--- src/core/phy_dbg_pkg.sv ---
// constants and carrier types of the phy link debug status block
// assumes one core clock and a plain single-cycle register port

package phy_dbg_pkg;

    // ------------------------------------------------------------
    // widths
    // ------------------------------------------------------------
    localparam int unsigned FLAG_W = 5;
    localparam int unsigned ADDR_W = 8;
    localparam int unsigned DATA_W = 32;

    // ------------------------------------------------------------
    // register offsets
    // ------------------------------------------------------------
    localparam logic [7:0] OFS_DEBUG_FLAGS = 8'hA0;
    localparam logic [7:0] OFS_EVT_STATUS = 8'hA4;
    localparam logic [7:0] OFS_EVT_MASK = 8'hA8;
    localparam logic [7:0] OFS_EVT_EDGE = 8'hAC;

    // ------------------------------------------------------------
    // field positions
    // ------------------------------------------------------------
    localparam int unsigned POS_HIGH_ERR = 4;
    localparam int unsigned POS_LANE = 3;
    localparam int unsigned POS_BLOCK = 2;
    localparam int unsigned POS_RX_READY = 1;
    localparam int unsigned POS_INIT_DONE = 0;

    // ------------------------------------------------------------
    // reset values
    // ------------------------------------------------------------
    localparam logic [4:0] RST_FLAGS = 5'h00;
    localparam logic [4:0] RST_MASK = 5'h00;
    localparam logic [4:0] RST_EDGE = 5'h00;
    localparam logic [4:0] RST_STATUS = 5'h00;
    localparam logic [31:0] RST_RDATA = 32'h0000_0000;

    // ------------------------------------------------------------
    // carriers and state
    // ------------------------------------------------------------
    typedef struct packed {
        logic rx_high_error_rate;
        logic tx_lane_settled;
        logic rx_block_aligned;
        logic rx_path_ready_flag;
        logic phy_init_done;
    } phy_flags_t;

    typedef struct packed {
        logic [ADDR_W-1:0] addr;
        logic [DATA_W-1:0] wdata;
        logic wr;
        logic rd;
    } reg_req_t;

    typedef struct packed {
        logic level_q;
        logic evt_q;
    } edge_state_t;

    typedef struct packed {
        logic bit_q;
    } sticky_state_t;

    typedef struct packed {
        logic [FLAG_W-1:0] mask_q;
        logic [FLAG_W-1:0] edge_q;
        logic [DATA_W-1:0] rdata_q;
        logic irq_q;
    } regs_state_t;

endpackage

--- src/core/phy_link_debug_status.sv ---
// phy link debug status register with change events and interrupt
// assumes synchronous flag inputs and a single-cycle register port

`timescale 1ns/1ps

// How it works
// - debug flags register sits at offset 0xA0, software reads it
// - bit 4 shows receive high error rate state, zero after reset
// - bit 3 set while transmit lane has settled, zero after reset
// - bit 2 set once receive block alignment completed, zero after reset
// - bit 1 shows receive path ready, only while the 64b/66b path is used
// - bit 0 shows init done, only with the 64b/66b path in use
// - bit 0 set also means the transmit data path is ready
module phy_link_debug_status (
    input wire logic CORE_CLK,
    input wire logic NRST,
    input wire phy_dbg_pkg::reg_req_t REG_REQ,
    input wire phy_dbg_pkg::phy_flags_t PHY_FLAGS,
    input wire logic TX_PATH_READY,
    input wire logic PATH_64B66B,
    output logic [phy_dbg_pkg::DATA_W-1:0] REG_RDATA,
    output logic IRQ
);
    import phy_dbg_pkg::*;

    // ------------------------------------------------------------
    // declarations
    // ------------------------------------------------------------
    regs_state_t s_q;
    regs_state_t s_d;
    phy_flags_t gated;
    logic [FLAG_W-1:0] gated_vec;
    logic [FLAG_W-1:0] level_vec;
    logic [FLAG_W-1:0] evt_vec;
    logic [FLAG_W-1:0] status_vec;
    logic [FLAG_W-1:0] clr_vec;
    logic [DATA_W-1:0] debug_word;
    logic hit_debug;
    logic hit_status;
    logic hit_mask;
    logic hit_edge;
    logic [FLAG_W-1:0] wdata_flags;
    logic irq_cause;

    // ------------------------------------------------------------
    // flag qualification
    // ------------------------------------------------------------
    always_comb
    begin
        gated = PHY_FLAGS;
        // outside the 64b/66b path these two flags carry no meaning
        gated.rx_path_ready_flag = PHY_FLAGS.rx_path_ready_flag & PATH_64B66B;
        // one flag for init done and transmit readiness together
        gated.phy_init_done = PHY_FLAGS.phy_init_done & TX_PATH_READY
            & PATH_64B66B;
    end

    assign gated_vec = gated;

    // ------------------------------------------------------------
    // address decode
    // ------------------------------------------------------------
    assign hit_debug = (REG_REQ.addr == OFS_DEBUG_FLAGS);
    assign hit_status = (REG_REQ.addr == OFS_EVT_STATUS);
    assign hit_mask = (REG_REQ.addr == OFS_EVT_MASK);
    assign hit_edge = (REG_REQ.addr == OFS_EVT_EDGE);

    assign wdata_flags = REG_REQ.wdata[FLAG_W-1:0];

    // write one to clear the event bits
    assign clr_vec = (REG_REQ.wr && hit_status) ? wdata_flags : RST_STATUS;

    // ------------------------------------------------------------
    // per-flag tracking and sticky events
    // ------------------------------------------------------------
    genvar gi;
    generate
        for (gi = 0; gi < FLAG_W; gi = gi + 1)
        begin : g_flag
            flag_edge #(
                .RST_LEVEL(RST_FLAGS[gi])
            ) u_edge (
                .clk(CORE_CLK),
                .nrst(NRST),
                .level_in(gated_vec[gi]),
                .both_edges(s_q.edge_q[gi]),
                .level_q(level_vec[gi]),
                .evt_q(evt_vec[gi])
            );
            event_sticky u_sticky (
                .clk(CORE_CLK),
                .nrst(NRST),
                .set(evt_vec[gi]),
                .clr(clr_vec[gi]),
                .q(status_vec[gi])
            );
        end
    endgenerate

    // reserved bits above the flags always read zero
    assign debug_word = {{(DATA_W-FLAG_W){1'b0}}, level_vec};

    // ------------------------------------------------------------
    // register file and read path
    // ------------------------------------------------------------
    // any unmasked pending event holds the interrupt up
    assign irq_cause = |(status_vec & s_q.mask_q);

    always_comb
    begin
        s_d = s_q;
        // a write to the debug flags offset is simply dropped
        if (REG_REQ.wr && hit_mask)
            s_d.mask_q = REG_REQ.wdata[FLAG_W-1:0];
        if (REG_REQ.wr && hit_edge)
            s_d.edge_q = REG_REQ.wdata[FLAG_W-1:0];
        s_d.rdata_q = RST_RDATA;
        if (REG_REQ.rd)
        begin
            if (hit_debug)
                s_d.rdata_q = debug_word;
            else if (hit_status)
                s_d.rdata_q = {{(DATA_W-FLAG_W){1'b0}}, status_vec};
            else if (hit_mask)
                s_d.rdata_q = {{(DATA_W-FLAG_W){1'b0}}, s_q.mask_q};
            else if (hit_edge)
                s_d.rdata_q = {{(DATA_W-FLAG_W){1'b0}}, s_q.edge_q};
        end
        // one cycle behind the status bits, keeps the output a flop
        s_d.irq_q = irq_cause;
    end

    always_ff @(posedge CORE_CLK or negedge NRST)
    begin
        if (!NRST)
            s_q <= '{mask_q: RST_MASK, edge_q: RST_EDGE, rdata_q: RST_RDATA, irq_q: 1'b0};
        else
            s_q <= s_d;
    end

    assign REG_RDATA = s_q.rdata_q;
    assign IRQ = s_q.irq_q;
endmodule

--- src/core/flag_edge.sv ---
// one status flag: registered level plus a change-event pulse
// assumes the level is synchronous to clk

`timescale 1ns/1ps

module flag_edge #(
    parameter logic RST_LEVEL = 1'b0
) (
    input wire logic clk,
    input wire logic nrst,
    input wire logic level_in,
    input wire logic both_edges,
    output logic level_q,
    output logic evt_q
);
    import phy_dbg_pkg::*;

    edge_state_t s_q;
    edge_state_t s_d;

    always_comb
    begin
        s_d = s_q;
        s_d.level_q = level_in;
        // rising edges always count, falling ones only when asked
        s_d.evt_q = (level_in & ~s_q.level_q) | (both_edges & ~level_in & s_q.level_q);
    end

    always_ff @(posedge clk or negedge nrst)
    begin
        if (!nrst)
            s_q <= '{level_q: RST_LEVEL, evt_q: 1'b0};
        else
            s_q <= s_d;
    end

    assign level_q = s_q.level_q;
    assign evt_q = s_q.evt_q;

endmodule

--- src/core/event_sticky.sv ---
// one sticky event bit, cleared by software
// assumes set and clr are one-cycle pulses synchronous to clk

`timescale 1ns/1ps

module event_sticky (
    input wire logic clk,
    input wire logic nrst,
    input wire logic set,
    input wire logic clr,
    output logic q
);
    import phy_dbg_pkg::*;

    sticky_state_t s_q;
    sticky_state_t s_d;

    always_comb
    begin
        s_d = s_q;
        // set beats clear so a coincident event is never lost
        if (set)
            s_d.bit_q = 1'b1;
        else if (clr)
            s_d.bit_q = 1'b0;
    end

    always_ff @(posedge clk or negedge nrst)
    begin
        if (!nrst)
            s_q <= '{bit_q: 1'b0};
        else
            s_q <= s_d;
    end

    assign q = s_q.bit_q;

endmodule

--- config.mk ---
export PLATFORM = sky130hd
export DESIGN_NAME = phy_link_debug_status
export DESIGN_NICKNAME = d
export VERILOG_FILES = /design/src/core/phy_dbg_pkg.sv /design/src/core/phy_link_debug_status.sv /design/src/core/flag_edge.sv /design/src/core/event_sticky.sv
export SDC_FILE = /design/constraint.sdc
export NUM_CORES = 1
export LEC_CHECK = 0
export BUFFER_PORTS_ARGS = -buffer_cell sky130_fd_sc_hd__buf_4
export CAP_MARGIN = 20
export CORE_MARGIN = 2
export CORE_UTILIZATION = 44
export CTS_CLUSTER_SIZE = 25
export DETAILED_ROUTE_END_ITERATION = 7
export PLACE_DENSITY = 0.78
export SETUP_SLACK_MARGIN = 0.5
export SLEW_MARGIN = 20
export SYNTH_ARGS = -nofsm -noshare
export SYNTH_HDL_FRONTEND = slang
export SYNTH_SLANG_ARGS = --single-unit
--- constraint.sdc ---
create_clock -name CORE_CLK -period 1.4 [get_ports CORE_CLK]
set_input_delay 0.21 -clock CORE_CLK [delete_from_list [all_inputs] [get_ports CORE_CLK]]
set_output_delay 0.21 -clock CORE_CLK [all_outputs]
set_load 0.01 [all_outputs]
; ---- After elaboration in Yosys (flattened, before gate mapping)
; Cells that the tools add are included.
[totals]
regBits = 58
input_bits = 51
out_inout_bits = 33
wordCells = 82
[op_classes]
n_eq_ne = 4
n_mux = 16
n_bitwise = 34
n_reduce_logical = 9
[ops]
columns = op, count
row1 = "8-bit == test, second input constant", 4
row2 = 5-bit 2-to-1 mux, 6
row3 = 1-bit AND, 18
row4 = 1-bit 2-to-1 mux, 10
row5 = 1-bit NOT, 10
row6 = 2-bit nonzero test, 5
row7 = 5-bit AND, 1
row8 = 1-bit OR, 5
row9 = 5-bit OR reduction, 1
row10 = 1-bit logical AND, 3

; ---- Longest topological paths before layout
[logic_depth]
ltp_word = 6
depth_mapped = 5
ltp_nobuf = 3

; ---- Modules after synthesis
; Synthesis repeated with hierarchy kept, for this count alone.
[hier_totals]
cells_unflattened = 130
area_unflattened_um2 = 1596.5
[modules_own_cells]
columns = mod, n_inst, cells_each, area_per_inst_um2, seq_area_each_um2
row1 = phy_link_debug_status, 1, 90, 1064.8, 400.4
row2 = flag_edge, 5, 5, 70.1, 50.0
row3 = event_sticky, 5, 3, 36.3, 25.0

; ---- Worst setup path after synthesis
; No wires, ideal clock.
[synth_timing]
kind = input -> register
start = input port REG_REQ[40] in the netlist's numbering
end = register s_q[38] in the netlist's numbering
setup_time_ns = 0.125
arrival_ns = 1.121
t_required_ns = 1.275
slack_ns = 0.153
stages = 4
n_path_buf = 1
cell_sequence = and4bb_2 > and4b_1 > buf_6 > mux2_4
[synth_between]
elab_chain_len = 2
[synth_lines]
columns = element, line
row1 = from (decl), phy_link_debug_status.sv:17  ; input wire phy_dbg_pkg::reg_req_t REG_REQ,
row2 = 8-bit == test, phy_link_debug_status.sv:65  ; assign hit_mask = (REG_REQ.addr == OFS_EVT_MASK);
row3 = 1-bit logical AND, phy_link_debug_status.sv:113  ; if (REG_REQ.wr && hit_mask)
row4 = to (signal assigned), phy_link_debug_status.sv:136  ; s_q <= '{mask_q: RST_MASK, edge_q: RST_EDGE, rdata_q: RST_RDATA, irq_q: 1'b0};
row5 = to (decl), phy_link_debug_status.sv:29  ; regs_state_t s_q;
; Every way passes these cells.
; A chain may end at the register's enable or synchronous reset.

==> impl_results.md <==
* Slowest stage cell, crit path: mux4_2
* Status: finished, final reports clean
* Arrival @ worst endpoint at 1340 ps
* CP delay by family, top: multiplexers
* CP endpoint kind: flop
* Clock buffer depth at 2
* Number of port buffers at 29
* Drt via density at 4.79
* Worst path required time at 1620 ps
* First-pass GRT wire length at 4980 µm
* Pwr Density at 897 nW/µm²
* Buffer and inverter count on the worst path at 0
* Synth area leader: dfrtp_1
* Number of synthesized flops with an enable pin at 0
* Adder and majority cell fraction of the synthesized area at 0%
* XOR/XNOR share of the synthesized area at 0%
* Mux contribution to synthesized area at 18.4%
* DRT met1 WL at 1190 µm
* Worst reg-to-reg setup slack at 280 ps
* Final WS setup at 281 ps
* Static Leakage at 1.01 nW
* Commonest cells post-synth: buf_4 (33), dfrtp_1 (31), nand2_1 (6), nand2b_1 (6)
* Simple-gate area share of the yosys netlist at 9.82%
* Final min period at 1120 ps
* CP max stage delay at 460 ps
* Hold WS at 103 ps
* Post-route DRC at 0
* Total clock buffers created by CTS at 5
* Max H-tree Level at 2
* Mapped Cells at 121
* MaxCap Viol Count at 0
* Area contributors post-synth: dfrtp_1 (49%), buf_4 (16%), mux4_2 (5.7%)
* CTS tree: built
* Area of the multi-input gates at 634 µm²
* Die H at 63.7 µm
* Number of fill cells in the layout at 270
* Mapped Avg Cell Area at 13.0 µm²
* Synth top area share at 49.5%
* I/O Pins at 84
* Ys flop type: dfrtp_1
* Clock Pin Slew Worst Setup and Hold Paths at 90 ps
* Critical path, cell by cell: mux4_2 > nor2b_1
* Peak supply drop at 0.000396 V
* Pre-CTS setup slack at -36.9 ps
* Initial cell density of the core at 46.3%
* Largest family of logic cells by synthesized area: multiplexers
* Final core occ at 59.7%
* Mapped cell area at 1570 µm²
* Routed length per instance at 13.7 µm
* Full die area at 4060 µm²
* Seq/Total Area, Yosys at 49.5%
* # diodes at 0
* Number of global-route vias before repair at 1032
* Clock Sinks at 31
* Worst Clk Skew at 2.27 ps
* Final RePlAce weighted congestion at 0.707
* Detail Route Antenna Nets at 0
* Netlist cell types at 24
* Storage element area at 776 µm²
* Initial antenna violation count at 0
* CP Launch Type: flop
* Async set-or-reset flop fraction in the synthesized netlist at 100%
* Initial DRC Count at 24
* Clock latency on the worst-skew pair at 330 ps
* Fin. max-slew vios at 0
* Top sig layer: met4
* Synth Register Bits at 31
* Synth Warn # at 0
* Cell row count at 21
* Met3 WL post-DR at 275 µm
* Top-count cell post-synth: buf_4
* DR vias at 1068
* Worst Path Max Fanout at 2
* Die Wd at 63.7 µm
* WL met2 at 1540 µm
* Core area at 3390 µm²
* Compound-Gate Fraction of Synth Area at 4.63%
* Total wire length at 3060 µm
* Final setup fails at 0
* Share of layout cells above drive strength 1 at 45.2%
* Total negative slack at 0 ps
* Final hold vios at 0
* Tot GR Track Use at 16.6%
* Fin nets at 227
* Hpwl dp at 1960 µm
* Unrepaired setup endpoints after global routing: yes
* TritonRoute pass-1 iters at 4
* Power Total at 0.00181 W
* Fin crit share at 79.9%
* Largest net degree at the start of global routing at 32
* CTS root buf: clkbuf_4
* Fmax at 894 MHz
* GR Overflow Total at 0
* Hold Path Class: in -> reg
* Synth-to-layout area growth at 29.1%
* WS Path Type: reg -> reg
[stage by stage]
step | instance area, µm² | instances
finish | 2020 | 223
detailed placement | 1680 | 189
floorplan | 1670 | 147
global placement | 1680 | 189
CTS | 2000 | 220
global route | 2020 | 223
[path summary, 6_finish.rpt]
path	depth (start not counted)	endpoint	from
max in group asynchronous	2	s_q[40]	NRST
min in group asynchronous	2	s_q[37]	NRST
min reg2reg	1	g_flag[3].u_edge.evt_q	g_flag[3].u_edge.level_q
max reg2reg	2	REG_RDATA[0]	s_q[38]
min	3	g_flag[1].u_edge.level_q	PHY_FLAGS[1]
max	2	REG_RDATA[0]	s_q[38]
[report_power, final]
group	leakage, nW	internal (W)	switching [W]
logic	0.577	0.000150	0.000120
clock network	0.0386	0.000295	0.000299
registers	0.391	0.000929	0.0000204
[per-layer routing]
layer,global-route usage [%],vias up
li1,-,472
met2,28.4,67
met5,0,-
met1,19.3,520
met4,7.34,0
met3,4.46,9
[cell type report]
type | instances | share of cell area, %
tap | 46 | 2.84
timing repair buffer | 57 | 23.9
multi-input combinational | 80 | 31.4
clock buffer | 8 | 3.40
sequential | 31 | 38.3
inverter | 1 | 0.186
[worst min-delay path: cells and delay by family]
family	cells	cell delay, ps
buf+inv	2	120
simple gates	1	70
[logic make-up (layout without fill, tap and decap cells)]
kind of cell    after synthesis  after routing
other cells                   1             27
simple gates                 26             26
flops                        31             31
buf+inv                      36             66
compound gates                8              8
mux                          19             19
[what timing repair did]
item | 4_1_cts | 5_1_grt
resized for setup | 15 | 1
hold buffers | 4 | 0
setup endpoints to repair | 27 | 27
buffers inserted | 19 | 3
pin swaps | 6 | 5
hold endpoints to repair | 34 | 0
[flip-flops by register name (all words and copies together), names as in the netlist]
| register | count |
|---|---|
| REG_RDATA | 5 |
| g_flag.u_edge.evt_q | 5 |
| s_q | 10 |
| IRQ | 1 |
| g_flag.u_sticky.q | 5 |
| g_flag.u_edge.level_q | 5 |
[cell usage in the layout, fill, tap and decap left out]
cell type,instances
clkbuf_4,5
and4bb_2,1
nor2b_1,5
o21ai_0,1
nand2b_1,5
inv_1,1
mux2_2,5
nand3_4,1
nand3_1,2
buf_6,12
and2_4,1
dfrtp_1,31
o32a_1,5
nor2_2,1
buf_4,41
clkbuf_1,1
and4b_1,1
mux4_2,5
nand4_1,1
mux2_4,5
nand2_1,6
mux2i_1,4
dlygate4sd3_1,4
and3_1,1
nand2b_4,1
clkbuf_8,2
conb_1,27
a222oi_1,1
a22oi_1,1
(Power assumes the default switching activity.)
